**config.mk**
```make
export PLATFORM = sky130hd
export DESIGN_NAME = hlt_timer
export DESIGN_NICKNAME = d
export VERILOG_FILES = /design/src/pkg/hlt_pkg.sv /design/src/rtl/hlt_timer.sv
export SDC_FILE = /design/constraint.sdc
export NUM_CORES = 1
export LEC_CHECK = 0
export BUFFER_PORTS_ARGS = -buffer_cell sky130_fd_sc_hd__buf_2
export CAP_MARGIN = 20
export CORE_MARGIN = 10
export CORE_UTILIZATION = 52
export CTS_CLUSTER_SIZE = 24
export DETAILED_ROUTE_END_ITERATION = 8
export MAX_ROUTING_LAYER = met4
export PLACE_DENSITY = 0.92
export SLEW_MARGIN = 20
export SYNTH_ARGS = -nofsm -noshare
export SYNTH_HDL_FRONTEND = slang
export SYNTH_SLANG_ARGS = --single-unit
```
**constraint.sdc**
```tcl
create_clock -name core_clk -period 4.63 [get_ports core_clk]
set_clock_uncertainty 0.05 [all_clocks]
set_input_delay 0.2315 -clock core_clk [delete_from_list [all_inputs] [get_ports core_clk]]
set_output_delay 0.2315 -clock core_clk [all_outputs]
set_load 0.01 [all_outputs]
```
**src/pkg/hlt_pkg.sv**
```systemverilog
package hlt_pkg;
  // ==========================================================
  // register map (byte addresses)
  localparam logic [31:0] OFF_CTRL = 32'h0000_0000;
  localparam logic [31:0] OFF_PERIOD = 32'h0000_0004;
  localparam logic [31:0] OFF_PWIDTH = 32'h0000_0008;
  localparam logic [31:0] OFF_STATUS = 32'h0000_000C;
  // ==========================================================
  // field positions
  localparam int CTRL_ON_BIT = 7;
  localparam int CTRL_MODE_LSB = 0;
  localparam int STAT_PWM_BIT = 8;
  localparam int STAT_RUN_BIT = 9;
  localparam int CNT_W = 8;
  // ==========================================================
  // reset values
  localparam logic [4:0] MODE_RST = 5'h00;
  localparam logic [7:0] PERIOD_RST = 8'hFF;
  localparam logic [7:0] PWIDTH_RST = 8'h00;
  // ==========================================================
  // mode families and sub-modes
  localparam logic [1:0] FAM_FREE = 2'h0;
  localparam logic [1:0] FAM_ONESHOT = 2'h1;
  localparam logic [2:0] SUB_SOFT = 3'h0;
  localparam logic [2:0] SUB_001 = 3'h1;
  localparam logic [2:0] SUB_010 = 3'h2;
  localparam logic [2:0] SUB_011 = 3'h3;
  localparam logic [2:0] SUB_100 = 3'h4;
  localparam logic [2:0] SUB_101 = 3'h5;
  localparam logic [2:0] SUB_110 = 3'h6;
  localparam logic [2:0] SUB_111 = 3'h7;
  // ==========================================================
  // bus answers and register selector codes
  localparam logic [1:0] RESP_OKAY = 2'h0;
  localparam logic [1:0] RESP_SLVERR = 2'h2;
  localparam logic [2:0] SEL_CTRL = 3'h0;
  localparam logic [2:0] SEL_PERIOD = 3'h1;
  localparam logic [2:0] SEL_PWIDTH = 3'h2;
  localparam logic [2:0] SEL_STATUS = 3'h3;
  localparam logic [2:0] SEL_NONE = 3'h7;

  // ==========================================================
  // whole block state
  typedef struct packed {
    logic awready;
    logic wready;
    logic arready;
    logic bvalid;
    logic rvalid;
    logic aw_got;
    logic w_got;
    logic [2:0] wsel;
    logic [7:0] wbyte;
    logic wlane;
    logic [1:0] bresp;
    logic [1:0] rresp;
    logic [31:0] rdata;
    logic on;
    logic [4:0] mode;
    logic [CNT_W-1:0] period;
    logic [CNT_W-1:0] pwidth;
    logic [CNT_W-1:0] count;
    logic ers_prev;
    logic started;
    logic pwm;
  } hlt_state_t;
endpackage : hlt_pkg

```
**src/rtl/hlt_timer.sv**
```systemverilog
// Added by the designer: register access over AXI4-Lite and the register addresses.
module hlt_timer (
  input wire logic core_clk,
  input wire logic rst,
  input wire logic external_reset_signal,
  input wire logic debug_mode,
  input wire logic [31:0] s_axi_awaddr,
  input wire logic s_axi_awvalid,
  output logic s_axi_awready,
  input wire logic [31:0] s_axi_wdata,
  input wire logic [3:0] s_axi_wstrb,
  input wire logic s_axi_wvalid,
  output logic s_axi_wready,
  output logic [1:0] s_axi_bresp,
  output logic s_axi_bvalid,
  input wire logic s_axi_bready,
  input wire logic [31:0] s_axi_araddr,
  input wire logic s_axi_arvalid,
  output logic s_axi_arready,
  output logic [31:0] s_axi_rdata,
  output logic [1:0] s_axi_rresp,
  output logic s_axi_rvalid,
  input wire logic s_axi_rready,
  output logic pwm_out,
  output logic [hlt_pkg::CNT_W-1:0] timer_count
);

  hlt_pkg::hlt_state_t r_reg;
  hlt_pkg::hlt_state_t r_next;
  logic ers_eff;
  logic rise;
  logic fall;
  logic run;
  logic clr;
  logic start_ev;
  logic hold;
  logic wr_fire;
  logic [1:0] fam;
  logic [2:0] sub;

  // ==========================================================
  // address decode, shared by read and write
  function automatic logic [2:0] sel_of(input logic [31:0] a);
    case (a)
      hlt_pkg::OFF_CTRL: sel_of = hlt_pkg::SEL_CTRL;
      hlt_pkg::OFF_PERIOD: sel_of = hlt_pkg::SEL_PERIOD;
      hlt_pkg::OFF_PWIDTH: sel_of = hlt_pkg::SEL_PWIDTH;
      hlt_pkg::OFF_STATUS: sel_of = hlt_pkg::SEL_STATUS;
      default: sel_of = hlt_pkg::SEL_NONE;
    endcase
  endfunction : sel_of

  // ==========================================================
  // trigger conditioning: debug freezes the last seen level
  assign ers_eff = debug_mode ? r_reg.ers_prev : external_reset_signal;
  assign rise = ers_eff & ~r_reg.ers_prev;
  assign fall = ~ers_eff & r_reg.ers_prev;
  assign fam = r_reg.mode[4:3];
  assign sub = r_reg.mode[2:0];
  assign wr_fire = r_reg.aw_got & r_reg.w_got & ~r_reg.bvalid;

  // ==========================================================
  // mode decode into run, clear, hold and start terms
  always_comb begin
    run = 1'b0;
    clr = 1'b0;
    hold = 1'b0;
    start_ev = 1'b0;
    if (fam == hlt_pkg::FAM_FREE) begin
      case (sub)
        hlt_pkg::SUB_SOFT: run = r_reg.on;
        hlt_pkg::SUB_001: run = r_reg.on & ers_eff;
        hlt_pkg::SUB_010: run = r_reg.on & ~ers_eff;
        hlt_pkg::SUB_011: begin
          run = r_reg.on;
          clr = rise | fall;
        end
        hlt_pkg::SUB_100: begin
          run = r_reg.on;
          clr = rise;
        end
        hlt_pkg::SUB_101: begin
          run = r_reg.on;
          clr = fall;
        end
        hlt_pkg::SUB_110: begin
          run = r_reg.on & ers_eff;
          clr = ~ers_eff;
        end
        hlt_pkg::SUB_111: begin
          run = r_reg.on & ~ers_eff;
          clr = ers_eff;
        end
        default: run = 1'b0;
      endcase
    end else if (fam == hlt_pkg::FAM_ONESHOT) begin
      case (sub)
        hlt_pkg::SUB_SOFT: start_ev = 1'b1;
        hlt_pkg::SUB_001: start_ev = rise;
        hlt_pkg::SUB_010: start_ev = fall;
        hlt_pkg::SUB_011: start_ev = rise | fall;
        hlt_pkg::SUB_100: start_ev = rise;
        hlt_pkg::SUB_101: start_ev = fall;
        hlt_pkg::SUB_110: begin
          start_ev = rise;
          hold = ~ers_eff;
        end
        hlt_pkg::SUB_111: begin
          start_ev = fall;
          hold = ers_eff;
        end
        default: start_ev = 1'b0;
      endcase
    end
  end

  // ==========================================================
  // next-state: timer core then bus slave
  always_comb begin
    r_next = r_reg;
    r_next.ers_prev = ers_eff;
    // timer core
    if (fam == hlt_pkg::FAM_FREE) begin
      r_next.started = 1'b0;
      if (clr) begin
        r_next.count = '0;
      end else if (run) begin
        if (r_reg.count == r_reg.period) begin
          r_next.count = '0;
          r_next.pwm = 1'b1;
        end else begin
          r_next.count = r_reg.count + 1'b1;
        end
        if (r_reg.count == r_reg.pwidth) begin
          r_next.pwm = 1'b0;
        end
      end
    end else if (fam == hlt_pkg::FAM_ONESHOT) begin
      if (!r_reg.on) begin
        r_next.started = 1'b0;
      end else if (r_reg.started) begin
        if (r_reg.count == r_reg.pwidth) begin
          r_next.pwm = 1'b0;
        end
        if (r_reg.count == r_reg.period) begin
          r_next.count = '0;
          r_next.on = 1'b0;
          r_next.started = 1'b0;
        end else begin
          r_next.count = r_reg.count + 1'b1;
        end
      end else if (start_ev) begin
        r_next.started = 1'b1;
        r_next.pwm = 1'b1;
      end
      if (hold) begin
        r_next.count = '0;
      end
    end else begin
      r_next.started = 1'b0;
    end
    // write address and data, taken in either order
    if (s_axi_awvalid && r_reg.awready) begin
      r_next.aw_got = 1'b1;
      r_next.wsel = sel_of(s_axi_awaddr);
    end
    if (s_axi_wvalid && r_reg.wready) begin
      r_next.w_got = 1'b1;
      r_next.wbyte = s_axi_wdata[7:0];
      r_next.wlane = s_axi_wstrb[0];
    end
    // register write; a software set of on wins over hardware clear
    if (wr_fire) begin
      r_next.aw_got = 1'b0;
      r_next.w_got = 1'b0;
      r_next.bvalid = 1'b1;
      r_next.bresp = hlt_pkg::RESP_OKAY;
      case (r_reg.wsel)
        hlt_pkg::SEL_CTRL: begin
          if (r_reg.wlane) begin
            r_next.on = r_reg.wbyte[hlt_pkg::CTRL_ON_BIT];
            r_next.mode = r_reg.wbyte[hlt_pkg::CTRL_MODE_LSB +: 5];
          end
        end
        hlt_pkg::SEL_PERIOD: begin
          if (r_reg.wlane) begin
            r_next.period = r_reg.wbyte;
          end
        end
        hlt_pkg::SEL_PWIDTH: begin
          if (r_reg.wlane) begin
            r_next.pwidth = r_reg.wbyte;
          end
        end
        hlt_pkg::SEL_STATUS: r_next.bresp = hlt_pkg::RESP_OKAY;
        default: r_next.bresp = hlt_pkg::RESP_SLVERR;
      endcase
    end
    if (r_reg.bvalid && s_axi_bready) begin
      r_next.bvalid = 1'b0;
    end
    // read channel: one read at a time
    if (s_axi_arvalid && r_reg.arready) begin
      r_next.rvalid = 1'b1;
      r_next.rresp = hlt_pkg::RESP_OKAY;
      r_next.rdata = '0;
      case (sel_of(s_axi_araddr))
        hlt_pkg::SEL_CTRL: begin
          r_next.rdata[hlt_pkg::CTRL_ON_BIT] = r_reg.on;
          r_next.rdata[hlt_pkg::CTRL_MODE_LSB +: 5] = r_reg.mode;
        end
        hlt_pkg::SEL_PERIOD: r_next.rdata[7:0] = r_reg.period;
        hlt_pkg::SEL_PWIDTH: r_next.rdata[7:0] = r_reg.pwidth;
        hlt_pkg::SEL_STATUS: begin
          r_next.rdata[7:0] = r_reg.count;
          r_next.rdata[hlt_pkg::STAT_PWM_BIT] = r_reg.pwm;
          r_next.rdata[hlt_pkg::STAT_RUN_BIT] = r_reg.started;
        end
        default: r_next.rresp = hlt_pkg::RESP_SLVERR;
      endcase
    end else if (r_reg.rvalid && s_axi_rready) begin
      r_next.rvalid = 1'b0;
    end
    r_next.awready = ~r_next.aw_got & ~r_next.bvalid;
    r_next.wready = ~r_next.w_got & ~r_next.bvalid;
    r_next.arready = ~r_next.rvalid;
  end

  // ==========================================================
  // state register
  always_ff @(posedge core_clk) begin
    if (rst) begin
      r_reg <= '0;
      r_reg.mode <= hlt_pkg::MODE_RST;
      r_reg.period <= hlt_pkg::PERIOD_RST;
      r_reg.pwidth <= hlt_pkg::PWIDTH_RST;
    end else begin
      r_reg <= r_next;
    end
  end

  // outputs straight from the state register
  assign s_axi_awready = r_reg.awready;
  assign s_axi_wready = r_reg.wready;
  assign s_axi_bresp = r_reg.bresp;
  assign s_axi_bvalid = r_reg.bvalid;
  assign s_axi_arready = r_reg.arready;
  assign s_axi_rdata = r_reg.rdata;
  assign s_axi_rresp = r_reg.rresp;
  assign s_axi_rvalid = r_reg.rvalid;
  assign pwm_out = r_reg.pwm;
  assign timer_count = r_reg.count;

  // ==========================================================
  // checks
  property p_debug_freeze;
    @(posedge core_clk) disable iff (rst)
      debug_mode |=> $stable(r_reg.ers_prev);
  endproperty
  a_debug_freeze: assert property (p_debug_freeze)
    else $error("trigger level moved in debug mode");

  property p_gate_high;
    @(posedge core_clk) disable iff (rst)
      (r_reg.mode == 5'h01) && !debug_mode && !external_reset_signal
        |=> $stable(r_reg.count);
  endproperty
  a_gate_high: assert property (p_gate_high)
    else $error("active-high gate counted while low");

  property p_gate_low;
    @(posedge core_clk) disable iff (rst)
      (r_reg.mode == 5'h02) && !debug_mode && external_reset_signal
        |=> $stable(r_reg.count);
  endproperty
  a_gate_low: assert property (p_gate_low)
    else $error("active-low gate counted while high");

  property p_any_edge_reset;
    @(posedge core_clk) disable iff (rst)
      (r_reg.mode == 5'h03) && !debug_mode
        && (external_reset_signal != r_reg.ers_prev) |=> r_reg.count == '0;
  endproperty
  a_any_edge_reset: assert property (p_any_edge_reset)
    else $error("edge did not reset count");

  property p_level_hold;
    @(posedge core_clk) disable iff (rst)
      (r_reg.mode == 5'h07) && !debug_mode && external_reset_signal
        |=> r_reg.count == '0;
  endproperty
  a_level_hold: assert property (p_level_hold)
    else $error("count not held at reset level");

  property p_oneshot_end;
    @(posedge core_clk) disable iff (rst)
      (fam == hlt_pkg::FAM_ONESHOT) && r_reg.on && r_reg.started && !hold
        && (r_reg.count == r_reg.period) |=> (r_reg.count == '0) && !r_reg.started;
  endproperty
  a_oneshot_end: assert property (p_oneshot_end)
    else $error("one-shot did not end at period match");

  property p_pwm_start;
    @(posedge core_clk) disable iff (rst)
      (r_reg.mode == 5'h0E) && r_reg.on && !r_reg.started && !debug_mode
        && external_reset_signal && !r_reg.ers_prev |=> r_reg.pwm && r_reg.started;
  endproperty
  a_pwm_start: assert property (p_pwm_start)
    else $error("pwm not active at starting edge");

  property p_no_reactivate;
    @(posedge core_clk) disable iff (rst)
      (fam == hlt_pkg::FAM_ONESHOT) && r_reg.started && r_reg.on
        && (r_reg.count == r_reg.period) && (r_reg.count != r_reg.pwidth)
        |=> r_reg.pwm == $past(r_reg.pwm);
  endproperty
  a_no_reactivate: assert property (p_no_reactivate)
    else $error("period match changed pwm");

  property p_increment;
    @(posedge core_clk) disable iff (rst)
      (r_reg.mode == 5'h00) && r_reg.on && (r_reg.count != r_reg.period)
        |=> r_reg.count == $past(r_reg.count) + 8'h01;
  endproperty
  a_increment: assert property (p_increment)
    else $error("count did not step by one");

endmodule : hlt_timer

```
==> results of run 1 <==
## layout make-up
cell class / count / area, sq um / area share [%]
clock buffer: 9 / 123.9 / 2.927
tap: 96 / 120.1 / 2.839
timing repair buffer: 109 / 550.5 / 13.01
multi-input combinational: 296 / 2006 / 47.40
inverter: 8 / 30.03 / 0.7096
sequential: 64 / 1281 / 30.28
clock inverter: 7 / 120.1 / 2.839
## layer usage
metal / track usage (%) / up-vias
met4: 4.771 / 0
met2: 28.11 / 149
met1: 20.78 / 1502
li1: - / 1563
met5: - / -
met3: 5.514 / 8
## kinds of logic after synthesis
group,Yosys count,synth area share (%)
buffers and inverters,76,13.20
adders and majority gates,3,1.018
other,1,0.1017
DFF,64,34.75
xor gates and xnor gates,16,3.801
AOI/OAI and AO/OA,65,13.71
muxes,32,10.55
and+or+nand+nor,156,22.87
## critical path, delay by kind of cell (launching register included)
kind | cells | cell delay (ps)
multiplexers | 1 | 230
adder cells (fa/ha/maj) | 1 | 300
flip-flops | 1 | 350
AO/OA/AOI/OAI | 2 | 550
buffers and inverters | 1 | 90
AND/OR/NAND/NOR | 4 | 1090
## cells in the mapped netlist (5+ instances only)
cell      number  area (sq um)
and3_1         9         56.30
inv_1          8         30.03
nor2b_1        6         37.54
a22oi_1        6         45.04
a21oi_1       20         100.1
buf_4         45         337.8
nor3_1         9         45.04
nor2_1        33         123.9
a32oi_1        5         43.79
xor2_1         8         70.07
xnor2_1        8         70.07
nand3_1        6         30.03
nor3b_1        7         52.55
buf_2          8         40.04
nand4_1        8         50.05
nor4_1        17         106.4
nand2_1       41         153.9
clkbuf_1       8         30.03
mux2i_1       25         250.2
dfxtp_1       64          1281
## through the flow
stage	util (%)	total power [uW]	setup WS [ps]	hold slack, ps	area (sq um)
global route	61.94	1304	1656	70.89	4232
finish	61.94	1263	1800	73.68	4232
detailed placement	58.37	689.1	1785	399.6	3988
floorplan	-	655.3	2347	316.9	3774
CTS	61.94	1268	1813	57.73	4232
global placement	58.37	684.6	1844	385.9	3988
## final timing paths
kind	depth (start not counted)	startpoint	endpoint	slack (ps)
max	9	r_reg[2]	timer_count[6]	1800
min	3	s_axi_wdata[5]	r_reg[75]	70
max reg2reg	9	r_reg[2]	timer_count[6]	1800
min reg2reg	2	r_reg[69]	r_reg[69]	410
## power groups by stage
stage	Clock [uW]	Sequential (uW)	Combinational (uW)
after global routing	613	575	117
after floorplan	0	584	71.2
after CTS	591	573	104
after global placement	0	585	100
after detailed placement	0	586	104
final	585	573	105
==> reports/results.txt, run 1 <==
status: finished, final reports clean
Sw Ratio: 23.44%
DR vias: 3222
first-pass GRT wire length: 15700 um
Slew Limit Fails: 0
maxcap violations: 0
clk sink count: 64
M1 WL: 4143 um
1st-iter DRT viols: 180
share of layout cells above drive strength 1: 30.22%
fin cells: 589
GR Util All Layers: 17.55%
CTS tree: done
DR WL met3: 690 um
max reg flops: 36
fin nets: 600
DRT Pass-1 Iters: 4
worst-path fanout max: 9
GP Congestion: 0.8625
CP startpoint kind: flip-flop
clk slew on worst S/H paths: 70 ps
RSZ-0062 raised after global routing: false
Die Area: 10860 sq um
crit path cell chain: mux2i_4 > inv_1 > ha_1 > and4bb_4 > nor4_4 > nor3_2 > a211oi_4 > nand2b_1 > o41ai_2
CTS root buf: clkbuf_8
core footprint: 6832 sq um
Synth Register Bits: 64
cts hold-fix bufs: 0
commonest non-fill, non-tap cell in the layout: buf_2
CP Capture Type: flip-flop
synth unique cells: 60
maximum VDD drop: 0.0002338 V
Setup Total Neg Slack: 0 ps
Crit path largest cell delay: 480 ps
WL/cell: 16.25 um
Max-Slew Margin vs Limit: 30.74%
routed length on met2: 4677 um
top sig layer: met4
critical path arrival: 2980 ps
buffers added on ports: 107
H-tree levels: 3
vias per inst: 5.470
largest net degree at the start of global routing: 57
Fmax: 0.3534 GHz
post-CTS setup buffers: 0
DRC: 0
antenna fix cells: 0
asr flop ratio synth: 0%
synthesized area: 3687 sq um
Leakage: 0.001828 uW
Synth Flop Type: dfxtp_1
WL final: 9569 um
Tmin final: 2830 ps
Final Hold Viols: 0
Worst-Margin Slew: 1039 ps
clk_lat worst skew: 350 ps
NetSw: 296.1 uW
CTS max path bufs: 2
Initial Utilization: 53.97%
Layout area overhead: 14.76%
final period utilization: 61.12%
die height: 104.2 um
part of the power in registers: 45.4%
sequential area share after synthesis: 34.75%
Ports: 159
Final ANT Viol Nets: 0
num rows: 30
WP data required: 4780 ps
Syn Inst Count: 413
synthesis warning total: 0
total grt overflow: 0
crit path max-delay cell type: nand2b_1
critical path class: flip-flop to flip-flop
# setup viols final: 0
vias in the first global route: 3222
TritonCTS buffer count: 9
clock share of power: 46.3%
# placed instances: 573
Fillers: 599
hpwl dp: 7326 um
Die X: 104.2 um
Post-synth EDFFs: 0
most frequent cells in the layout: buf_2 (107), dfxtp_1 (64), nand2_1 (41), nor2_1 (33), mux2i_1 (25)
Mean Syn Cell Area: 8.928 sq um
Hold WC Path Type: input pin to flip-flop
Internal Pwr Total: 967.2 uW
Comb pwr share: 8.3%
pwr dens: 298.5 nW/um^2
antenna violations before repair: 0
post-CTS sizing: 0
Power figures use the tool's default switching activity.
==> run 2: changes to the inputs <==
CORE_UTILIZATION = 48   (was 52)
PLACE_DENSITY = 0.87   (was 0.92)
clock period = 2.9 ns   (was 4.63 ns; I/O delays follow)
==> run 2 against run 1 <==
Critical path depth unchanged. Die area up 6.7%. Setup slack worse by 1600 ps. Critical endpoint unchanged. Via count up 3.0%.
==> reports/results.txt, run 2 (synthesis gave the netlist of run 1 again) <==
status: finished, final reports clean
clk slew on worst S/H paths: 70 ps
reg-to-reg slack, setup: 210 ps
total grt overflow: 0
final period utilization: 92.74%
DR vias: 3318
core footprint: 7370 sq um
final total power: 1952 uW
die height: 107.6 um
Leakage: 0.001872 uW
CP Capture Type: flip-flop
vias per inst: 5.502
buffers added on ports: 107
Crit path max-delay family: simple AND/OR/NAND/NOR gates
Hold WS: 10.69 ps
CTS tree: done
CP Buf/Inv Count: 1
GP Congestion: 0.9108
maximum VDD drop: 0.0003138 V
first-pass GRT wire length: 16130 um
Reg2Reg Launch Point: r_reg[2]
Hold WC Path Type: input pin to flip-flop
crit path cell chain: mux2i_4 > inv_1 > ha_1 > and4bb_4 > nor3_1 > o22ai_1 > nor2_4 > nand2b_1 > o41ai_2
WP data required: 3080 ps
clk_lat worst skew: 340 ps
DRT Pass-1 Iters: 5
NetSw: 444.8 uW
crit path max-delay cell type: o41ai_2
Final Hold Viols: 0
Die X: 107.6 um
WL final: 10030 um
CP startpoint kind: flip-flop
WL/cell: 16.63 um
RR Endpoint: timer_count[6]
most frequent cells in the layout: buf_2 (107), dfxtp_1 (64), nand2_1 (41), nor2_1 (33), mux2i_1 (25)
maxcap violations: 0
Hold Path Depth: 3
critical path class: flip-flop to flip-flop
part of the power in registers: 46.9%
Final ANT Viol Nets: 0
clk sink count: 64
pre-CTS WS: 262.5 ps
hpwl dp: 7620 um
Die Area: 11590 sq um
Reg2Reg Depth: 9
Internal Pwr Total: 1508 uW
GR Util All Layers: 17.40%
clock share of power: 43.8%
worst-path fanout max: 8
Ports: 159
fin util: 58.71%
# setup viols final: 0
CTS root buf: clkbuf_8
min-delay src: s_axi_awaddr[2]
max reg flops: 36
Fmax: 0.3718 GHz
Crit path largest cell delay: 400 ps
num rows: 31
Layout area overhead: 17.34%
DRC: 0
Sw Ratio: 22.78%
largest net degree at the start of global routing: 56
critical path arrival: 2870 ps
vias in the first global route: 3456
Setup Total Neg Slack: 0 ps
share of layout cells above drive strength 1: 29.56%
1st-iter DRT viols: 180
H-tree levels: 3
fin nets: 612
Slew Limit Fails: 0
TritonCTS buffer count: 9
PnR worst setup slack: 210.5 ps
antenna violations before repair: 0
antenna fix cells: 0
hold worst-path end: r_reg[78]
Tmin final: 2689 ps
pwr dens: 451.3 nW/um^2
CTS max path bufs: 2
RSZ-0062 raised after global routing: false
Worst-Margin Slew: 736.4 ps
Max-Slew Margin vs Limit: 50.64%
Initial Utilization: 50.03%
Fillers: 640
Comb pwr share: 9.3%
commonest non-fill, non-tap cell in the layout: buf_2
[run 2: changes by cell type in the layout (fill, tap and decap cells not counted), sizes merged]
| cell | change |
|---|---|
| buf | +2 |
| bufinv | -1 |
| clkbuf | +3 |
| clkinv | -2 |
| clkinvlp | -1 |
| dlygate4sd3 | +10 |
[run 2: power groups by stage]
stage / clock network, uW / registers, uW / logic [uW]
floorplan: 0 / 933 / 114
global placement: 0 / 934 / 162
detailed placement: 0 / 935 / 168
CTS: 870 / 915 / 179
global route: 908 / 917 / 200
finish: 856 / 915 / 181
[run 2: area by class of cell]
cell class / instances / area (sq um) / area share (%)
Multi-Input combinational cell: 296 / 2006 / 46.36
Clock inverter: 3 / 65.06 / 1.504
Clock buffer: 12 / 155.1 / 3.586
Sequential cell: 64 / 1281 / 29.61
Tap cell: 99 / 123.9 / 2.863
Inverter: 8 / 30.03 / 0.6940
Timing Repair Buffer: 121 / 665.6 / 15.38
[run 2: metal layers]
layer  vias to the layer above  track usage (%)  part of all wire (%)
li1                       1588                -                     -
met1                      1524            18.10                    40
met2                       182            28.79                    46
met3                        24            6.587                    11
met4                         0            7.634                   2.6
met5                         -                -                     0
[run 2: worst register-to-register path, cell delays in order (launching register included)]
cell	delay [ps]
dfxtp_1	340
mux2i_4	220
inv_1	70
ha_1	290
and4bb_4	240
nor3_1	260
o22ai_1	210
nor2_4	200
nand2b_1	310
o41ai_2	400
[run 2: how the worst max path moves through the flow]
stage,from,endpoint,slack (ps),cells after the start
2_1_floorplan,r_reg[2],timer_count[6],620,10
3_3_place_gp,debug_mode,timer_count[6],390,10
3_5_place_dp,debug_mode,timer_count[6],260,10
4_1_cts,r_reg[2],timer_count[6],250,9
5_1_grt,r_reg[2],timer_count[6],30,9
6_report,r_reg[2],timer_count[6],210,9
[run 2: repair_timing]
action                                 4_1_cts  5_1_grt
hold buffers                                10        0
setup endpoints to repair                    0        0
gates resized for setup                      0        0
endpoints found under the hold margin       10        0
buffers inserted                             0        0
[run 2: stage by stage]
| stage | instance area, sq um | std cells |
|---|---|---|
| 4_1_cts | 4327 | 603 |
| 2_1_floorplan | 3774 | 436 |
| 3_3_place_gp | 4006 | 578 |
| 5_1_grt | 4327 | 603 |
| 3_5_place_dp | 4006 | 578 |
| 6_report | 4327 | 603 |
